## config.mk

```make
export PLATFORM = sky130hd
export DESIGN_NAME = vrl_top
export DESIGN_NICKNAME = d
export VERILOG_FILES = /design/src/vrl_pkg.sv /design/src/vrl_tap_decode.sv /design/src/vrl_top.sv
export VERILOG_INCLUDE_DIRS = /design/src
export SDC_FILE = /design/constraint.sdc
export NUM_CORES = 1
export LEC_CHECK = 0
export BUFFER_PORTS_ARGS = -buffer_cell sky130_fd_sc_hd__buf_4
export CAP_MARGIN = 5
export CORE_MARGIN = 2
export CORE_UTILIZATION = 45
export CTS_BUF_LIST = sky130_fd_sc_hd__clkbuf_2 sky130_fd_sc_hd__clkbuf_4 sky130_fd_sc_hd__clkbuf_8
export DETAILED_ROUTE_END_ITERATION = 12
export GPL_TIMING_DRIVEN = 1
export HOLD_SLACK_MARGIN = 0.08
export PLACE_DENSITY_LB_ADDON = 0.12
export SLEW_MARGIN = 20
export SYNTH_ARGS = -nofsm -noshare
export SYNTH_HDL_FRONTEND = slang
export SYNTH_SLANG_ARGS = --single-unit
```

## constraint.sdc

```tcl
create_clock -name i_core_clk -period 5.51 [get_ports i_core_clk]
set_input_delay 0.551 -clock i_core_clk [delete_from_list [all_inputs] [get_ports i_core_clk]]
set_output_delay 0.551 -clock i_core_clk [all_outputs]
set_load 0.03 [all_outputs]
```

## src/vrl_map.svh

```systemverilog
// register offsets, field positions, reset values and ladder arithmetic of the reference ladder control
`ifndef VRL_MAP_SVH
`define VRL_MAP_SVH

// ---------------------------------------------------------------
// register offsets (byte addresses)
// ---------------------------------------------------------------
`define VRL_OFF_CTRL        12'h000
`define VRL_OFF_STATUS      12'h004
`define VRL_ADDR_W          12

// ---------------------------------------------------------------
// control register fields
// ---------------------------------------------------------------
`define VRL_CTRL_W          8
`define VRL_CTRL_RESET      8'h00
`define VRL_BIT_POWER_ON    7
`define VRL_BIT_PIN_DRIVE   6
`define VRL_BIT_RANGE_SEL   5
`define VRL_BIT_SOURCE_SEL  4
`define VRL_TAP_MSB         3
`define VRL_TAP_LSB         0

// ---------------------------------------------------------------
// status register fields
// ---------------------------------------------------------------
`define VRL_STS_LEVEL_LSB   0
`define VRL_STS_LEVEL_MSB   6
`define VRL_STS_DIR         8
`define VRL_STS_PIN_CONN    9
`define VRL_STS_CMP_REF     10
`define VRL_STS_PIN_OVR     11

// ---------------------------------------------------------------
// ladder arithmetic, level expressed in 96ths of the source span
// ---------------------------------------------------------------
`define VRL_LEVEL_W         7
`define VRL_LOW_STEP        7'h04
`define VRL_HIGH_STEP       7'h03
`define VRL_HIGH_BASE       7'h18
`define VRL_CMP_MODE_REF    3'h6

`endif

```

## src/vrl_pkg.sv

```systemverilog
// types shared by the reference ladder control block
package vrl_pkg;

	typedef logic [31:0] vrl_word_t;

	typedef struct packed
	{
		logic        psel;
		logic        penable;
		logic        pwrite;
		logic [11:0] paddr;
		logic [31:0] pwdata;
		logic [3:0]  pstrb;
	} vrl_apb_req_s;

	typedef struct packed
	{
		logic        pready;
		logic        pslverr;
		logic [31:0] prdata;
	} vrl_apb_rsp_s;

	typedef struct packed
	{
		logic        power_on;
		logic        source_ext;
		logic        range_low;
		logic [15:0] tap_onehot;
		logic [6:0]  level_96ths;
	} vrl_ladder_s;

	typedef enum logic
	{
		VRL_RANGE_HIGH,
		VRL_RANGE_LOW
	} vrl_range_e;

endpackage

```

## src/vrl_tap_decode.sv

```systemverilog
// tap switch decode and nominal level of the resistor ladder
`timescale 1ns/10ps
`include "vrl_map.svh"

module vrl_tap_decode
#(
	parameter int TAPS = 16
)
(
	input  wire logic                       i_range_low,
	input  wire logic [$clog2(TAPS)-1:0]    i_tap_code,
	output logic      [TAPS-1:0]            o_tap_onehot,
	output logic      [`VRL_LEVEL_W-1:0]    o_level_96ths
);
	import vrl_pkg::*;

	// ---------------------------------------------------------------
	// one switch closed per tap code
	// ---------------------------------------------------------------
	wire [`VRL_LEVEL_W-1:0] code_ext = `VRL_LEVEL_W'(i_tap_code);
	wire [`VRL_LEVEL_W-1:0] low_lvl  = `VRL_LEVEL_W'(code_ext * `VRL_LOW_STEP);
	wire [`VRL_LEVEL_W-1:0] high_lvl = `VRL_LEVEL_W'(`VRL_HIGH_BASE
	                                 + code_ext * `VRL_HIGH_STEP);

	assign o_tap_onehot  = TAPS'(1) << i_tap_code;
	// low range: code/24 of span; high range: span/4 + code/32 of span
	assign o_level_96ths = i_range_low ? low_lvl : high_lvl;

endmodule

```

## src/vrl_top.sv

```systemverilog
// apb controlled 16-tap reference ladder: control register, switches, pin override
`timescale 1ns/10ps
`include "vrl_map.svh"

// How it works
// - power-on bit seven high powers the ladder, low powers it down.
// - pin-drive bit six, with the direction bit set, routes the reference onto the shared pin, else disconnects.
// - range bit five: one picks low range span/24 steps, zero high range.
// - source bit four: one picks external reference pins, zero supply rails.
// - tap code three to zero picks level code/24, or span/4 plus code/32.
// - reset clears the whole control register: off, disconnected, high range.
// - waking from sleep leaves every control bit unchanged.
// - pin-drive overrides the port direction bit of the shared pin.
// - reference reaches the pin when direction bit and pin-drive are both set.
// - the reference works whatever the comparator configuration is.
// - comparators take the reference only in mode 110, on both positive inputs.
module vrl_top
#(
	parameter int TAPS = 16
)
(
	input  wire logic                  i_core_clk,
	input  wire logic                  i_arst_n,
	input  wire vrl_pkg::vrl_apb_req_s i_apb,
	output vrl_pkg::vrl_apb_rsp_s      o_apb,
	input  wire logic                  i_port_a_direction,
	input  wire logic [2:0]            i_comparator_mode_field,
	input  wire logic                  i_sleep,
	output vrl_pkg::vrl_ladder_s       o_ladder,
	output logic                       o_shared_port_pin_connect,
	output logic                       o_shared_port_pin_dig_oe_n,
	output logic                       o_cmp_ref_select,
	output logic                       o_cmp_pos_ref_en,
	output logic                       o_sleep_ladder_on
);
	import vrl_pkg::*;

	// ---------------------------------------------------------------
	// control register state
	// ---------------------------------------------------------------
	logic [`VRL_CTRL_W-1:0] voltage_reference_control_q;
	logic [`VRL_CTRL_W-1:0] voltage_reference_control_d;
	logic [31:0]            prdata_q;
	logic [31:0]            prdata_d;
	logic                   pslverr_q;
	logic                   pslverr_d;

	// ---------------------------------------------------------------
	// apb decode
	// ---------------------------------------------------------------
	wire setup_ph   = i_apb.psel & ~i_apb.penable;
	wire access_ph  = i_apb.psel & i_apb.penable;
	wire hit_ctrl   = (i_apb.paddr == `VRL_OFF_CTRL);
	wire hit_status = (i_apb.paddr == `VRL_OFF_STATUS);
	wire hit_any    = hit_ctrl | hit_status;
	wire wr_ctrl    = access_ph & i_apb.pwrite & hit_ctrl & i_apb.pstrb[0];
	wire wr_status  = setup_ph & i_apb.pwrite & hit_status;

	// ---------------------------------------------------------------
	// control fields
	// ---------------------------------------------------------------
	wire       ref_power_on   = voltage_reference_control_q[`VRL_BIT_POWER_ON];
	wire       ref_pin_drive  = voltage_reference_control_q[`VRL_BIT_PIN_DRIVE];
	wire       ref_range_sel  = voltage_reference_control_q[`VRL_BIT_RANGE_SEL];
	wire       ref_source_sel = voltage_reference_control_q[`VRL_BIT_SOURCE_SEL];
	wire [3:0] ref_tap_code   = voltage_reference_control_q[`VRL_TAP_MSB:`VRL_TAP_LSB];

	vrl_range_e range_mode;
	assign range_mode = ref_range_sel ? VRL_RANGE_LOW : VRL_RANGE_HIGH;

	// ---------------------------------------------------------------
	// ladder switch decode
	// ---------------------------------------------------------------
	logic [TAPS-1:0]         tap_onehot;
	logic [`VRL_LEVEL_W-1:0] level_96ths;

	vrl_tap_decode
	#(
		.TAPS (TAPS)
	)
	u_tap_decode
	(
		.i_range_low   (range_mode == VRL_RANGE_LOW),
		.i_tap_code    (ref_tap_code),
		.o_tap_onehot  (tap_onehot),
		.o_level_96ths (level_96ths)
	);

	// ---------------------------------------------------------------
	// ladder outputs follow the register with no added stage
	// ---------------------------------------------------------------
	always_comb
	begin
		o_ladder             = '0;
		o_ladder.power_on    = ref_power_on;
		o_ladder.source_ext  = ref_source_sel;
		o_ladder.range_low   = (range_mode == VRL_RANGE_LOW);
		o_ladder.tap_onehot  = 16'(tap_onehot);
		o_ladder.level_96ths = level_96ths;
	end

	// ---------------------------------------------------------------
	// shared pin: analog connect and digital driver override
	// ---------------------------------------------------------------
	// analog path closes only with both direction and pin-drive set
	wire pin_connect = ref_pin_drive & i_port_a_direction;
	assign o_shared_port_pin_connect = pin_connect;
	// pin-drive forces the digital output driver off whatever the direction says
	assign o_shared_port_pin_dig_oe_n = ref_pin_drive | i_port_a_direction;

	// ---------------------------------------------------------------
	// comparator feed
	// ---------------------------------------------------------------
	// the ladder itself never looks at the comparator mode
	wire cmp_uses_ref = (i_comparator_mode_field == `VRL_CMP_MODE_REF);
	assign o_cmp_ref_select = cmp_uses_ref;
	assign o_cmp_pos_ref_en = cmp_uses_ref & ref_power_on;

	// ---------------------------------------------------------------
	// sleep indication: ladder left on across sleep costs current
	// ---------------------------------------------------------------
	assign o_sleep_ladder_on = i_sleep & ref_power_on;

	// ---------------------------------------------------------------
	// register next value
	// ---------------------------------------------------------------
	// sleep and wake have no path into the register
	always_comb
	begin
		voltage_reference_control_d = voltage_reference_control_q;
		if (wr_ctrl)
		begin
			voltage_reference_control_d = i_apb.pwdata[`VRL_CTRL_W-1:0];
		end
	end

	always_ff @(posedge i_core_clk or negedge i_arst_n)
	begin
		if (!i_arst_n)
		begin
			voltage_reference_control_q <= `VRL_CTRL_RESET;
		end
		else
		begin
			voltage_reference_control_q <= voltage_reference_control_d;
		end
	end

	// ---------------------------------------------------------------
	// status word
	// ---------------------------------------------------------------
	logic [31:0] status_word;

	always_comb
	begin
		status_word = '0;
		status_word[`VRL_STS_LEVEL_MSB:`VRL_STS_LEVEL_LSB] = level_96ths;
		status_word[`VRL_STS_DIR]      = i_port_a_direction;
		status_word[`VRL_STS_PIN_CONN] = pin_connect;
		status_word[`VRL_STS_CMP_REF]  = cmp_uses_ref;
		status_word[`VRL_STS_PIN_OVR]  = ref_pin_drive;
	end

	// ---------------------------------------------------------------
	// read data and error, prepared in setup so access answers at once
	// ---------------------------------------------------------------
	wire [31:0] ctrl_word = {24'h000000, voltage_reference_control_q};
	wire [31:0] rd_mux    = hit_ctrl   ? ctrl_word
	                      : hit_status ? status_word
	                      : 32'h00000000;

	always_comb
	begin
		prdata_d  = prdata_q;
		pslverr_d = pslverr_q;
		if (setup_ph)
		begin
			prdata_d  = i_apb.pwrite ? 32'h00000000 : rd_mux;
			pslverr_d = ~hit_any | wr_status;
		end
	end

	always_ff @(posedge i_core_clk or negedge i_arst_n)
	begin
		if (!i_arst_n)
		begin
			prdata_q  <= 32'h00000000;
			pslverr_q <= 1'b0;
		end
		else
		begin
			prdata_q  <= prdata_d;
			pslverr_q <= pslverr_d;
		end
	end

	// ---------------------------------------------------------------
	// apb answer: zero wait states
	// ---------------------------------------------------------------
	always_comb
	begin
		o_apb         = '0;
		o_apb.pready  = 1'b1;
		o_apb.pslverr = access_ph & pslverr_q;
		o_apb.prdata  = access_ph ? prdata_q : 32'h00000000;
	end

endmodule

```

# Word level (Yosys, flattened, before mapping)
# Index checks and enable logic that the tools add are counted.
# op_classes
muxes	6
mul	1
order_cmp	0
n_reduce_logical	1
addsub	1
div_mod_pow	0
eq_ne	2
shifts	1
bitwise_logic	16
# op_table
op	n
2-to-1 mux 12 bit	3
2-to-1 mux 32 bit	1
<< shifter 1 x 4 -> 16 bit (first input constant)	1
equality test 12 x 3 -> 1 bit (second input constant)	1
logical NOT 12 bit	1
AND 1 bit	11
adder 5 x 7 -> 7 bit (first input constant)	1
2-to-1 mux 7 bit	1
multiplier 4 x 2 -> 6 bit (second input constant)	1
equality test 3 bit (second input constant)	1
OR 1 bit	3
NOT 1 bit	2
2-to-1 mux 1 bit	1
# totals
wordCells	31
output_inout_bits	65
input_bits	58
latch_bits	0
mem_bits_rw	0
ff_bits	41
mem_bits_ro	0
memories	0

# Longest topological paths before layout
# Gate-level depths: netlist (run 1).
# depth
ltp_word	6
mapped_depth	9
depth_no_buf	9

# Cells and area by module
# A second synthesis (run 1) with hierarchy kept.
# hier_totals
hier_cells	184
hier_area_um2	1687.9
# modules_own_cells
module	cells_each	area_per_inst_um2	instances
vrl_top	134	1311.3	1
vrl_tap_decode	50	376.6	1

# Least setup slack after synthesis (run 1)
# Ideal clock, no wire load.
# synth_path
path_type	register to output
startpoint	register voltage_reference_control_q[1]
endpoint	output o_ladder[6] in the netlist's numbering
stages_incl_launch_ff	5
n_path_buf	0
t_arrival_ns	2.334
path_slack_ns	2.625
path_cell_list	dfrtp_1 > ha_1 > fa_1 > nand4b_1 > nor4b_1
# synth_lines
item	line_no	source
start, declared	vrl_top.sv:41	logic [`VRL_CTRL_W-1:0] voltage_reference_control_q;
start signal, assigned	vrl_top.sv:141	voltage_reference_control_q <= `VRL_CTRL_RESET;
start signal, assigned	vrl_top.sv:145	voltage_reference_control_q <= voltage_reference_control_d;
end, declared	vrl_top.sv:29	output vrl_pkg::vrl_ladder_s o_ladder,

==> results of run 1 <==
-- per-layer routing --
| metal | global-route usage, % | part of all wire, % |
|---|---|---|
| met1 | 23.8 | 44 |
| met2 | 28.4 | 48 |
| met3 | 5.63 | 7.2 |
| met4 | 3.80 | 0.95 |
| met5 | 0 | 0 |
-- sequential cells by signal, indices dropped and copies added, names as in the netlist --
register and cells:
prdata_q 12, pslverr_q 1, voltage_reference_control_q 8
-- metrics by stage --
| stage | total power (uW) | instances |
|---|---|---|
| 2_1_floorplan | 200 | 193 |
| 3_3_place_gp | 211 | 282 |
| 3_5_place_dp | 212 | 282 |
| 4_1_cts | 289 | 286 |
| 5_1_grt | 301 | 286 |
| 6_report | 285 | 286 |
-- worst paths after layout --
check,cells after the start,to,slack (ns)
worst max-delay path,7,o_ladder[5],2.39
worst min-delay path,1,prdata_q[10],0.11
worst max register to register,7,prdata_q[4],3.28
worst min register to register,2,pslverr_q,0.49
max in group asynchronous,1,prdata_q[3],5.18
min in group i_core_clk,2,voltage_reference_control_q[2],0.46
-- power by group through the flow --
| stage | logic (uW) | registers, uW | clock network [uW] |
|---|---|---|---|
| floorplan | 41.3 | 158 | 0 |
| CTS | 53.3 | 155 | 80.8 |
| finish | 52.9 | 155 | 77.0 |
| global route | 57.5 | 155 | 88.1 |
| detailed placement | 53.3 | 158 | 0 |
| global placement | 52.4 | 158 | 0 |
-- cells by family (layout without fill, tap and decap cells) --
| family | Yosys count | after routing | share of synthesized area (%) |
|---|---|---|---|
| AO/OA/AOI/OAI | 21 | 21 | 8.80 |
| XOR/XNOR | 3 | 3 | 1.62 |
| adder cells (fa/ha/maj) | 9 | 9 | 7.41 |
| buffers and inverters | 35 | 82 | 13.7 |
| flip-flops | 21 | 21 | 32.4 |
| multiplexers | 15 | 15 | 10.1 |
| other | 2 | 21 | 0.463 |
| AND/OR/NAND/NOR | 68 | 68 | 25.5 |
-- critical path: cells and delay by family (launching register included) --
family / cells / cell delay [ns]
DFF: 1 / 0.50
xor gates and xnor gates: 2 / 0.37
buffers and inverters: 1 / 0.17
muxes: 1 / 0.27
adders and majority gates: 3 / 0.95
-- cell usage in the layout, fill, tap and decap left out, types with 2 or more instances in the layout --
cell type / instances
buf_4: 74
conb_1: 21
dfrtp_1: 21
and3_1: 17
and2_1: 17
nand2_1: 10
mux2_1: 8
ha_1: 8
nor2_1: 6
inv_1: 4
a21oi_1: 4
mux2i_1: 4
a22o_1: 4
o21ai_0: 4
clkbuf_4: 4
xor2_1: 3
mux2_2: 3
o21ai_1: 3
nor2b_1: 2
or4_1: 2
or3_1: 2
a32o_1: 2
-- layout make-up --
| cell class | count | area (um^2) |
|---|---|---|
| clock buffer | 4 | 30.0 |
| fill | 328 | 1260 |
| timing repair buffer | 74 | 556 |
| tap | 46 | 57.6 |
| inverter | 4 | 15.0 |
| multi-input combinational | 137 | 945 |
| sequential | 21 | 526 |
==> impl_metrics.env, run 1 <==
export IMPL_critPathMaxFanout=8
export IMPL_syn_area_per_cell_um2=9.31
export IMPL_num_io_pins=123
export IMPL_critPathKind="flop to output pin"
export IMPL_grt_setup_unrepaired="false"
export IMPL_powerDensity_nw_per_um2=134
export IMPL_ir_drop_mv=0.178
export IMPL_setup_worst_path_start="voltage_reference_control_q[1]"
export IMPL_h_tree_depth=1
export IMPL_antenna_found_initial=0
export IMPL_detail_route_antenna_nets=0
export IMPL_place_congestion=0.801
export IMPL_fin_hold_ws_ns=0.107
export IMPL_postLayoutCoreUtil_pct=62.8
export IMPL_clock_skew_ns=0.00609
export IMPL_fin_nets=308
export IMPL_hpwl_um=2960
export IMPL_viasPerCell=4.91
export IMPL_wirelength_um=3670
export IMPL_cts_root_buf="clkbuf_4"
export IMPL_cts_resized=0
export IMPL_grt_usage_pct=17.9
export IMPL_num_rows=21
export IMPL_start_util_pct=47.8
export IMPL_combPwrFrac_pct=18.6
export IMPL_r2r_start="voltage_reference_control_q[1]"
export IMPL_worstPathCellList="ha_1 > fa_1 > xor2_1 > ha_1 > xor2_1 > mux2_2 > buf_4"
export IMPL_cap_violations=0
export IMPL_required_ns=4.96
export IMPL_synth_warnings=0
export IMPL_die_area_um2=4100
export IMPL_overflow=0
export IMPL_dpl_cell_area_um2=2100
export IMPL_grt_max_degree=22
export IMPL_finalSetupViolCount=0
export IMPL_cp_start_kind="flop"
export IMPL_synth_commonest_cells="buf_4 (24), dfrtp_1 (21), and2_1 (17), and3_1 (17), nand2_1 (10)"
export IMPL_p_sw_share_pct=27.8
export IMPL_die_h_um=64.0
export IMPL_wire_per_inst_um=12.8
export IMPL_power_leakage_uw=0.00119
export IMPL_clock_sinks=21
export IMPL_cp_slowest_cell="dfrtp_1"
export IMPL_yosysUniqueCellTypes=39
export IMPL_cts_clk_slew_worst_paths_ns=0.11
export IMPL_max_slew_margin_pct=59.7
export IMPL_post_cts_buffers=0
export IMPL_coreArea_um2=3390
export IMPL_critPathCaptureType="output pin"
export IMPL_drtIter0Drc=47
export IMPL_seqPwrFrac_pct=54.5
export IMPL_maxSlewViolCount=0
export IMPL_cts_path_max_buffers=2
export IMPL_cts_tree="yes"
export IMPL_clock_latency_ns=0.30
export IMPL_finalCriticalPeriod_ns=3.12
export IMPL_worst_slack_ns=2.39
export IMPL_ys_ff_latch=21
export IMPL_p_clk_share_pct=27.0
export IMPL_cts_buffers=3
export IMPL_grt_pass1_wl_um=5840
export IMPL_hold_viol_final=0
export IMPL_syn_inst=174
export IMPL_vias=1405
export IMPL_critPathMaxStageDelay_ns=0.50
export IMPL_syn_area_um2=1620
export IMPL_io_buffers=74
export IMPL_syn2layout_area_growth_pct=31.4
export IMPL_status="finished, final reports clean"
export IMPL_cp_data_arrival_time_ns=2.57
export IMPL_first_global_vias=1222
export IMPL_worst_pin_slew_ns=0.604
export IMPL_yosys_most_used_dff="dfrtp_1"
export IMPL_fmax_ghz=0.321
export IMPL_yosysSeqAreaShare_pct=32.4
export IMPL_p_int_uw=206
export IMPL_async_flop_share_pct=100
export IMPL_die_w_um=64.0
export IMPL_yosys_top_cells_area="dfrtp_1 (32%), buf_4 (11%), and2_1 (6.6%)"
export IMPL_synth_top_area_cell="dfrtp_1"
export IMPL_diodes=0
export IMPL_drive_above_1_share_pct=35.8
export IMPL_ctsHoldBuffers=0
export IMPL_pre_cts_slack_ns=2.73
export IMPL_finalCritPeriodShare_pct=56.6
export IMPL_synthDominantCellAreaShare_pct=32.4
export IMPL_synth_most_common_cell="buf_4"
export IMPL_holdCritPathClass="input port to asynchronous set/reset pin"
export IMPL_fin_area_um2=2130
export IMPL_synth_edf_count=0
export IMPL_final_setup_tns_ns=0
export IMPL_first_pass_iters=4
export IMPL_net_switching_power_uw=79.3
export IMPL_drc=0
(Power assumes the default switching activity.)
==> run 2: changes to the inputs <==
Settings changed: CORE_UTILIZATION 45 to 37.
Clock period 5.51 ns to 2.6 ns, I/O delays scaled along.
==> run 2 against run 1 <==
Clock skew rose by 0.00058 ns. Final area is 5.8% higher. Final cell count increased by 5.2%.
==> impl_metrics.env, run 2 (synthesis results as in run 1) <==
export IMPL_status="finished, final reports clean"
export IMPL_cts_root_buf="clkbuf_8"
export IMPL_wirelength_um=3860
export IMPL_wire_per_inst_um=12.8
export IMPL_cp_slowest_cell="dfrtp_2"
export IMPL_num_rows=24
export IMPL_hold_viol_final=0
export IMPL_grt_pass1_wl_um=6250
export IMPL_die_w_um=70.2
export IMPL_detail_route_antenna_nets=0
export IMPL_viasPerCell=4.66
export IMPL_max_slew_margin_pct=66.1
export IMPL_grt_setup_unrepaired="true"
export IMPL_finalCriticalPeriod_ns=2.55
export IMPL_required_ns=2.34
export IMPL_syn2layout_area_growth_pct=39.0
export IMPL_die_h_um=70.2
export IMPL_p_sw_share_pct=27.8
export IMPL_top_register="prdata_q"
export IMPL_grt_max_degree=22
export IMPL_antenna_found_initial=0
export IMPL_first_pass_iters=4
export IMPL_clock_sinks=21
export IMPL_net_switching_power_uw=183
export IMPL_p_clk_share_pct=32.5
export IMPL_clock_latency_ns=0.26
export IMPL_grt_usage_pct=15.9
export IMPL_coreArea_um2=4290
export IMPL_cts_clk_slew_worst_paths_ns=0.07
export IMPL_io_buffers=74
export IMPL_pre_cts_slack_ns=0.185
export IMPL_drive_above_1_share_pct=40.6
export IMPL_final_common_cell="buf_4"
export IMPL_worst_slack_ns=0.0515
export IMPL_finalCritPeriodShare_pct=98.0
export IMPL_h_tree_depth=1
export IMPL_hpwl_um=3030
export IMPL_cp_start_kind="flop"
export IMPL_ir_drop_mv=0.278
export IMPL_critPathMaxStageDelay_ns=0.45
export IMPL_powerDensity_nw_per_um2=292
export IMPL_largest_registers="prdata_q: 12 flops, voltage_reference_control_q: 8 flops, pslverr_q: 1 flops"
export IMPL_overflow=0
export IMPL_fin_nets=317
export IMPL_cts_buffers=3
export IMPL_start_util_pct=37.7
export IMPL_worst_pin_slew_ns=0.504
export IMPL_holdCritPathClass="input port to flop"
export IMPL_first_global_vias=1255
export IMPL_cts_tree="yes"
export IMPL_critPathKind="flop to output pin"
export IMPL_combPwrFrac_pct=17.5
export IMPL_vias=1402
export IMPL_num_io_pins=123
export IMPL_postLayoutCoreUtil_pct=52.4
export IMPL_drc=0
export IMPL_cap_violations=0
export IMPL_clock_skew_ns=0.00667
export IMPL_worstPathCellList="buf_4 > fa_2 > xor2_1 > ha_1 > xor2_1 > mux2_2 > buf_4"
export IMPL_cts_path_max_buffers=2
export IMPL_cp_data_arrival_time_ns=2.29
export IMPL_critPathBufInv=2
export IMPL_seqPwrFrac_pct=50.0
export IMPL_diodes=0
export IMPL_drtIter0Drc=68
export IMPL_p_total_uw=658
export IMPL_critPathMaxFanout=6
export IMPL_layout_common_cells="buf_4 (82), conb_1 (21), dfrtp_1 (19), and3_1 (17), and2_1 (17)"
export IMPL_crit_family="adder cells"
export IMPL_largest_reg_flops=12
export IMPL_die_area_um2=4920
export IMPL_place_congestion=0.784
export IMPL_n_fill_cell=438
export IMPL_finalSetupViolCount=0
export IMPL_maxSlewViolCount=0
export IMPL_power_leakage_uw=0.00124
export IMPL_p_int_uw=475
export IMPL_critPathCaptureType="output pin"
export IMPL_fmax_ghz=0.392
==> run 2: per-layer routing <==
layer,GRT usage (%),part of all wire [%],up-vias
met5,0,0,-
met4,3.85,0.91,0
met3,3.46,4.3,4
met2,23.9,48,38
met1,23.3,46,648
li1,-,-,712
==> run 2: power groups by stage <==
stage | Clock (uW) | Sequential, uW | Combinational, uW
after floorplan | 0 | 335 | 87.6
after global placement | 0 | 336 | 113
after detailed placement | 0 | 336 | 114
after CTS | 222 | 329 | 115
after global routing | 238 | 329 | 124
final | 214 | 329 | 115
==> run 2: final cells by class <==
class / count / area [um^2] / share of cell area (%)
multi-input cells: 137 / 972 / 43.2
repair buffers: 83 / 626 / 27.8
flip-flops and latches: 21 / 528 / 23.4
well taps: 52 / 65.1 / 2.89
clock buffers: 3 / 41.3 / 1.83
inverters: 4 / 15.0 / 0.667
clock inverters: 1 / 5.00 / 0.222
==> run 2: worst paths after layout <==
path | from | to | slack, ns | depth (start not counted)
worst max-delay path | voltage_reference_control_q[2] | o_ladder[5] | 0.05 | 7
worst min-delay path | i_apb[6] | voltage_reference_control_q[2] | 0.21 | 2
worst max register to register | voltage_reference_control_q[2] | prdata_q[5] | 0.52 | 8
worst min register to register | prdata_q[4] | prdata_q[4] | 0.48 | 2
max in group asynchronous | i_arst_n | voltage_reference_control_q[2] | 1.94 | 2
min in group asynchronous | i_arst_n | prdata_q[8] | 0.42 | 2
==> run 2: repair_timing <==
action / CTS / global route
gates resized for setup: 3 / 3
pin swaps: 0 / 1
setup buffers: 1 / 2
endpoints found under the hold margin: 21 / 0
hold buffers: 1 / 0
setup endpoints to repair: 1 / 1
==> run 2: per-stage QoR <==
| step | instances | area (um^2) | TNS, ns | hold WS, ns |
|---|---|---|---|---|
| after floorplan | 193 | 1700 | 0 | -0.0356 |
| final | 301 | 2250 | 0 | 0.213 |
| after detailed placement | 293 | 2150 | 0 | 0.161 |
| after global routing | 301 | 2250 | -0.0143 | 0.204 |
| after global placement | 293 | 2150 | 0 | 0.160 |
| after CTS | 299 | 2220 | 0 | 0.209 |
==> run 3: changes to the inputs <==
Settings changed: CORE_UTILIZATION 37 to 38, SYNTH_HIERARCHICAL from default to 1.
==> run 3 against run 2 <==
Worst setup slack better by 0.11 ns. Register-to-register slack worse by 0.11 ns. Critical path depth up 1. Count of clock-buffer cells in the layout unchanged. Sequential power about the same. Total power about the same. Largest cell class unchanged. Largest power group unchanged.
==> impl_metrics.env, run 3 <==
export IMPL_worst_pin_slew_ns=0.584
export IMPL_critPathMaxFanout=6
export IMPL_synth_warnings=6
export IMPL_cp_slowest_cell="dfrtp_2"
export IMPL_n_fill_cell=426
export IMPL_min_path_cells=2
export IMPL_cts_tree="yes"
export IMPL_syn_inst=184
export IMPL_overflow=0
export IMPL_async_flop_share_pct=100
export IMPL_detail_route_antenna_nets=0
export IMPL_place_congestion=0.741
export IMPL_wirelength_um=3870
export IMPL_diodes=0
export IMPL_top_register="prdata_q"
export IMPL_path_depth=8
export IMPL_syn_area_per_cell_um2=9.17
export IMPL_syn2layout_area_growth_pct=33.5
export IMPL_critPathKind="flop to output pin"
export IMPL_hpwl_um=3080
export IMPL_cts_clk_slew_worst_paths_ns=0.08
export IMPL_viasPerCell=4.63
export IMPL_hold_viol_final=0
export IMPL_first_global_vias=1425
export IMPL_critPathMaxStageDelay_ns=0.45
export IMPL_grt_pass1_wl_um=6530
export IMPL_synthDominantCellAreaShare_pct=31.1
export IMPL_final_cell_count_no_fill=307
export IMPL_ir_drop_mv=0.213
export IMPL_layout_common_cells="buf_4 (76), inv_1 (22), conb_1 (21), dfrtp_1 (20), and3_1 (17)"
export IMPL_die_w_um=70.6
export IMPL_first_pass_iters=4
export IMPL_finalCriticalPeriod_ns=2.44
export IMPL_final_setup_tns_ns=0
export IMPL_grt_setup_unrepaired="false"
export IMPL_yosys_most_used_dff="dfrtp_1"
export IMPL_cts_path_max_buffers=2
export IMPL_worstPathCellList="ha_1 > ha_1 > inv_1 > fa_1 > nor2_1 > nor2_1 > nor3_2 > buf_4"
export IMPL_critPathCaptureType="output pin"
export IMPL_num_rows=24
export IMPL_dp_cells=302
export IMPL_postLayoutCoreUtil_pct=52.1
export IMPL_cts_root_buf="clkbuf_8"
export IMPL_h_tree_depth=1
export IMPL_synth_most_common_cell="buf_4"
export IMPL_cp_start_kind="flop"
export IMPL_synth_edf_count=0
export IMPL_final_common_cell="buf_4"
export IMPL_wire_per_inst_um=12.6
export IMPL_holdCritPathClass="input port to flop"
export IMPL_finalSetupViolCount=0
export IMPL_crit_family="adder cells"
export IMPL_syn_area_um2=1690
export IMPL_coreArea_um2=4320
export IMPL_finalCritPeriodShare_pct=94.0
export IMPL_maxSlewViolCount=0
export IMPL_synth_top_area_cell="dfrtp_1"
export IMPL_start_util_pct=39.0
export IMPL_drive_above_1_share_pct=39.6
export IMPL_die_area_um2=4990
export IMPL_max_slew_margin_pct=61.1
export IMPL_largest_registers="prdata_q: 12 flops, voltage_reference_control_q: 8 flops, pslverr_q: 1 flops"
export IMPL_ys_ff_latch=21
export IMPL_critPathBufInv=2
export IMPL_die_h_um=70.6
export IMPL_status="finished, final reports clean"
export IMPL_clock_sinks=21
export IMPL_drc=0
export IMPL_cts_buffers=3
export IMPL_worstRegToRegCells=9
export IMPL_vias=1421
export IMPL_yosys_top_cells_area="dfrtp_1 (31%), buf_4 (11%), mux2_4 (7.1%)"
export IMPL_num_io_pins=123
export IMPL_largest_reg_flops=12
export IMPL_drtIter0Drc=24
export IMPL_fmax_ghz=0.409
export IMPL_antenna_found_initial=0
export IMPL_r2r_start="voltage_reference_control_q[1]"
export IMPL_clock_latency_ns=0.26
export IMPL_power_leakage_uw=0.00122
export IMPL_yosysSeqAreaShare_pct=31.1
export IMPL_powerDensity_nw_per_um2=292
export IMPL_io_buffers=74
export IMPL_clock_skew_ns=0.00781
export IMPL_dpl_cell_area_um2=2190
export IMPL_cap_violations=0
export IMPL_cp_data_arrival_time_ns=2.18
export IMPL_grt_usage_pct=15.8
export IMPL_post_cts_buffers=0
export IMPL_hold_path_startpoint="i_apb[48]"
export IMPL_setup_worst_path_start="voltage_reference_control_q[1]"
export IMPL_fin_nets=324
export IMPL_fin_area_um2=2250
export IMPL_synth_commonest_cells="buf_4 (25), inv_1 (22), dfrtp_1 (21)"
export IMPL_yosysUniqueCellTypes=39
export IMPL_grt_max_degree=22
export IMPL_required_ns=2.34
-- run 3: cell count changes after synthesis, moves of 6 or more --
cell,delta
nand2_1,+6
mux2_1,-8
mux2_4,+8
inv_1,+18
o221ai_1,+6
-- run 3: per-layer routing --
| metal | GRT usage (%) | routed length [um] |
|---|---|---|
| met1 | 20.6 | 1710 |
| met5 | 0 | 0 |
| met3 | 2.85 | 256 |
| met4 | 3.14 | 15 |
| met2 | 27.8 | 1890 |
-- run 3: worst paths after layout --
| kind | end | slack [ns] |
|---|---|---|
| setup / recovery | o_ladder[6] | 0.16 |
| hold / removal | prdata_q[6] | 0.22 |
| setup reg to reg | prdata_q[6] | 0.41 |
| hold reg to reg | prdata_q[6] | 0.48 |
| max in group asynchronous | voltage_reference_control_q[1] | 1.96 |
| min in group asynchronous | voltage_reference_control_q[7] | 0.41 |
-- run 3: stage by stage --
step	worst slack, ns	total power [uW]	hold WS, ns
2_1_floorplan	0.170	422	-0.0356
5_1_grt	0.0117	686	0.216
3_5_place_dp	0.374	453	0.159
6_report	0.157	659	0.219
4_1_cts	0.0719	664	0.219
3_3_place_gp	0.366	452	0.161
-- run 3: kinds of logic after synthesis --
group           after synthesis  synth area share [%]
fa+ha+maj                    10                  8.30
other cells                   2                 0.445
buf+inv                      52                  17.6
mux                          11                  8.97
compound gates               16                  7.04
simple gates                 70                  25.5
flops                        21                  31.1
xor+xnor                      2                  1.04
-- run 3: power breakdown --
| group | switching [uW] | internal, uW |
|---|---|---|
| sequential | 0.992 | 328 |
| combinational | 77.7 | 40.4 |
| clock | 105 | 107 |
-- run 3: repair_timing --
| item | 4_1_cts | 5_1_grt |
|---|---|---|
| resized for setup | 0 | 3 |
| endpoints found under the hold margin | 21 | 0 |
| endpoints found under the setup margin | 0 | 2 |
| hold buffers | 1 | 0 |
-- run 3: cell type report --
cell class | count | area (um^2) | area share (%)
Clock buffer | 3 | 41.3 | 1.83
Clock inverter | 1 | 5.00 | 0.222
Inverter | 23 | 86.3 | 3.83
Multi-Input combinational cell | 130 | 948 | 42.1
Sequential cell | 21 | 527 | 23.4
Tap cell | 52 | 65.1 | 2.89
Timing Repair Buffer | 77 | 581 | 25.8
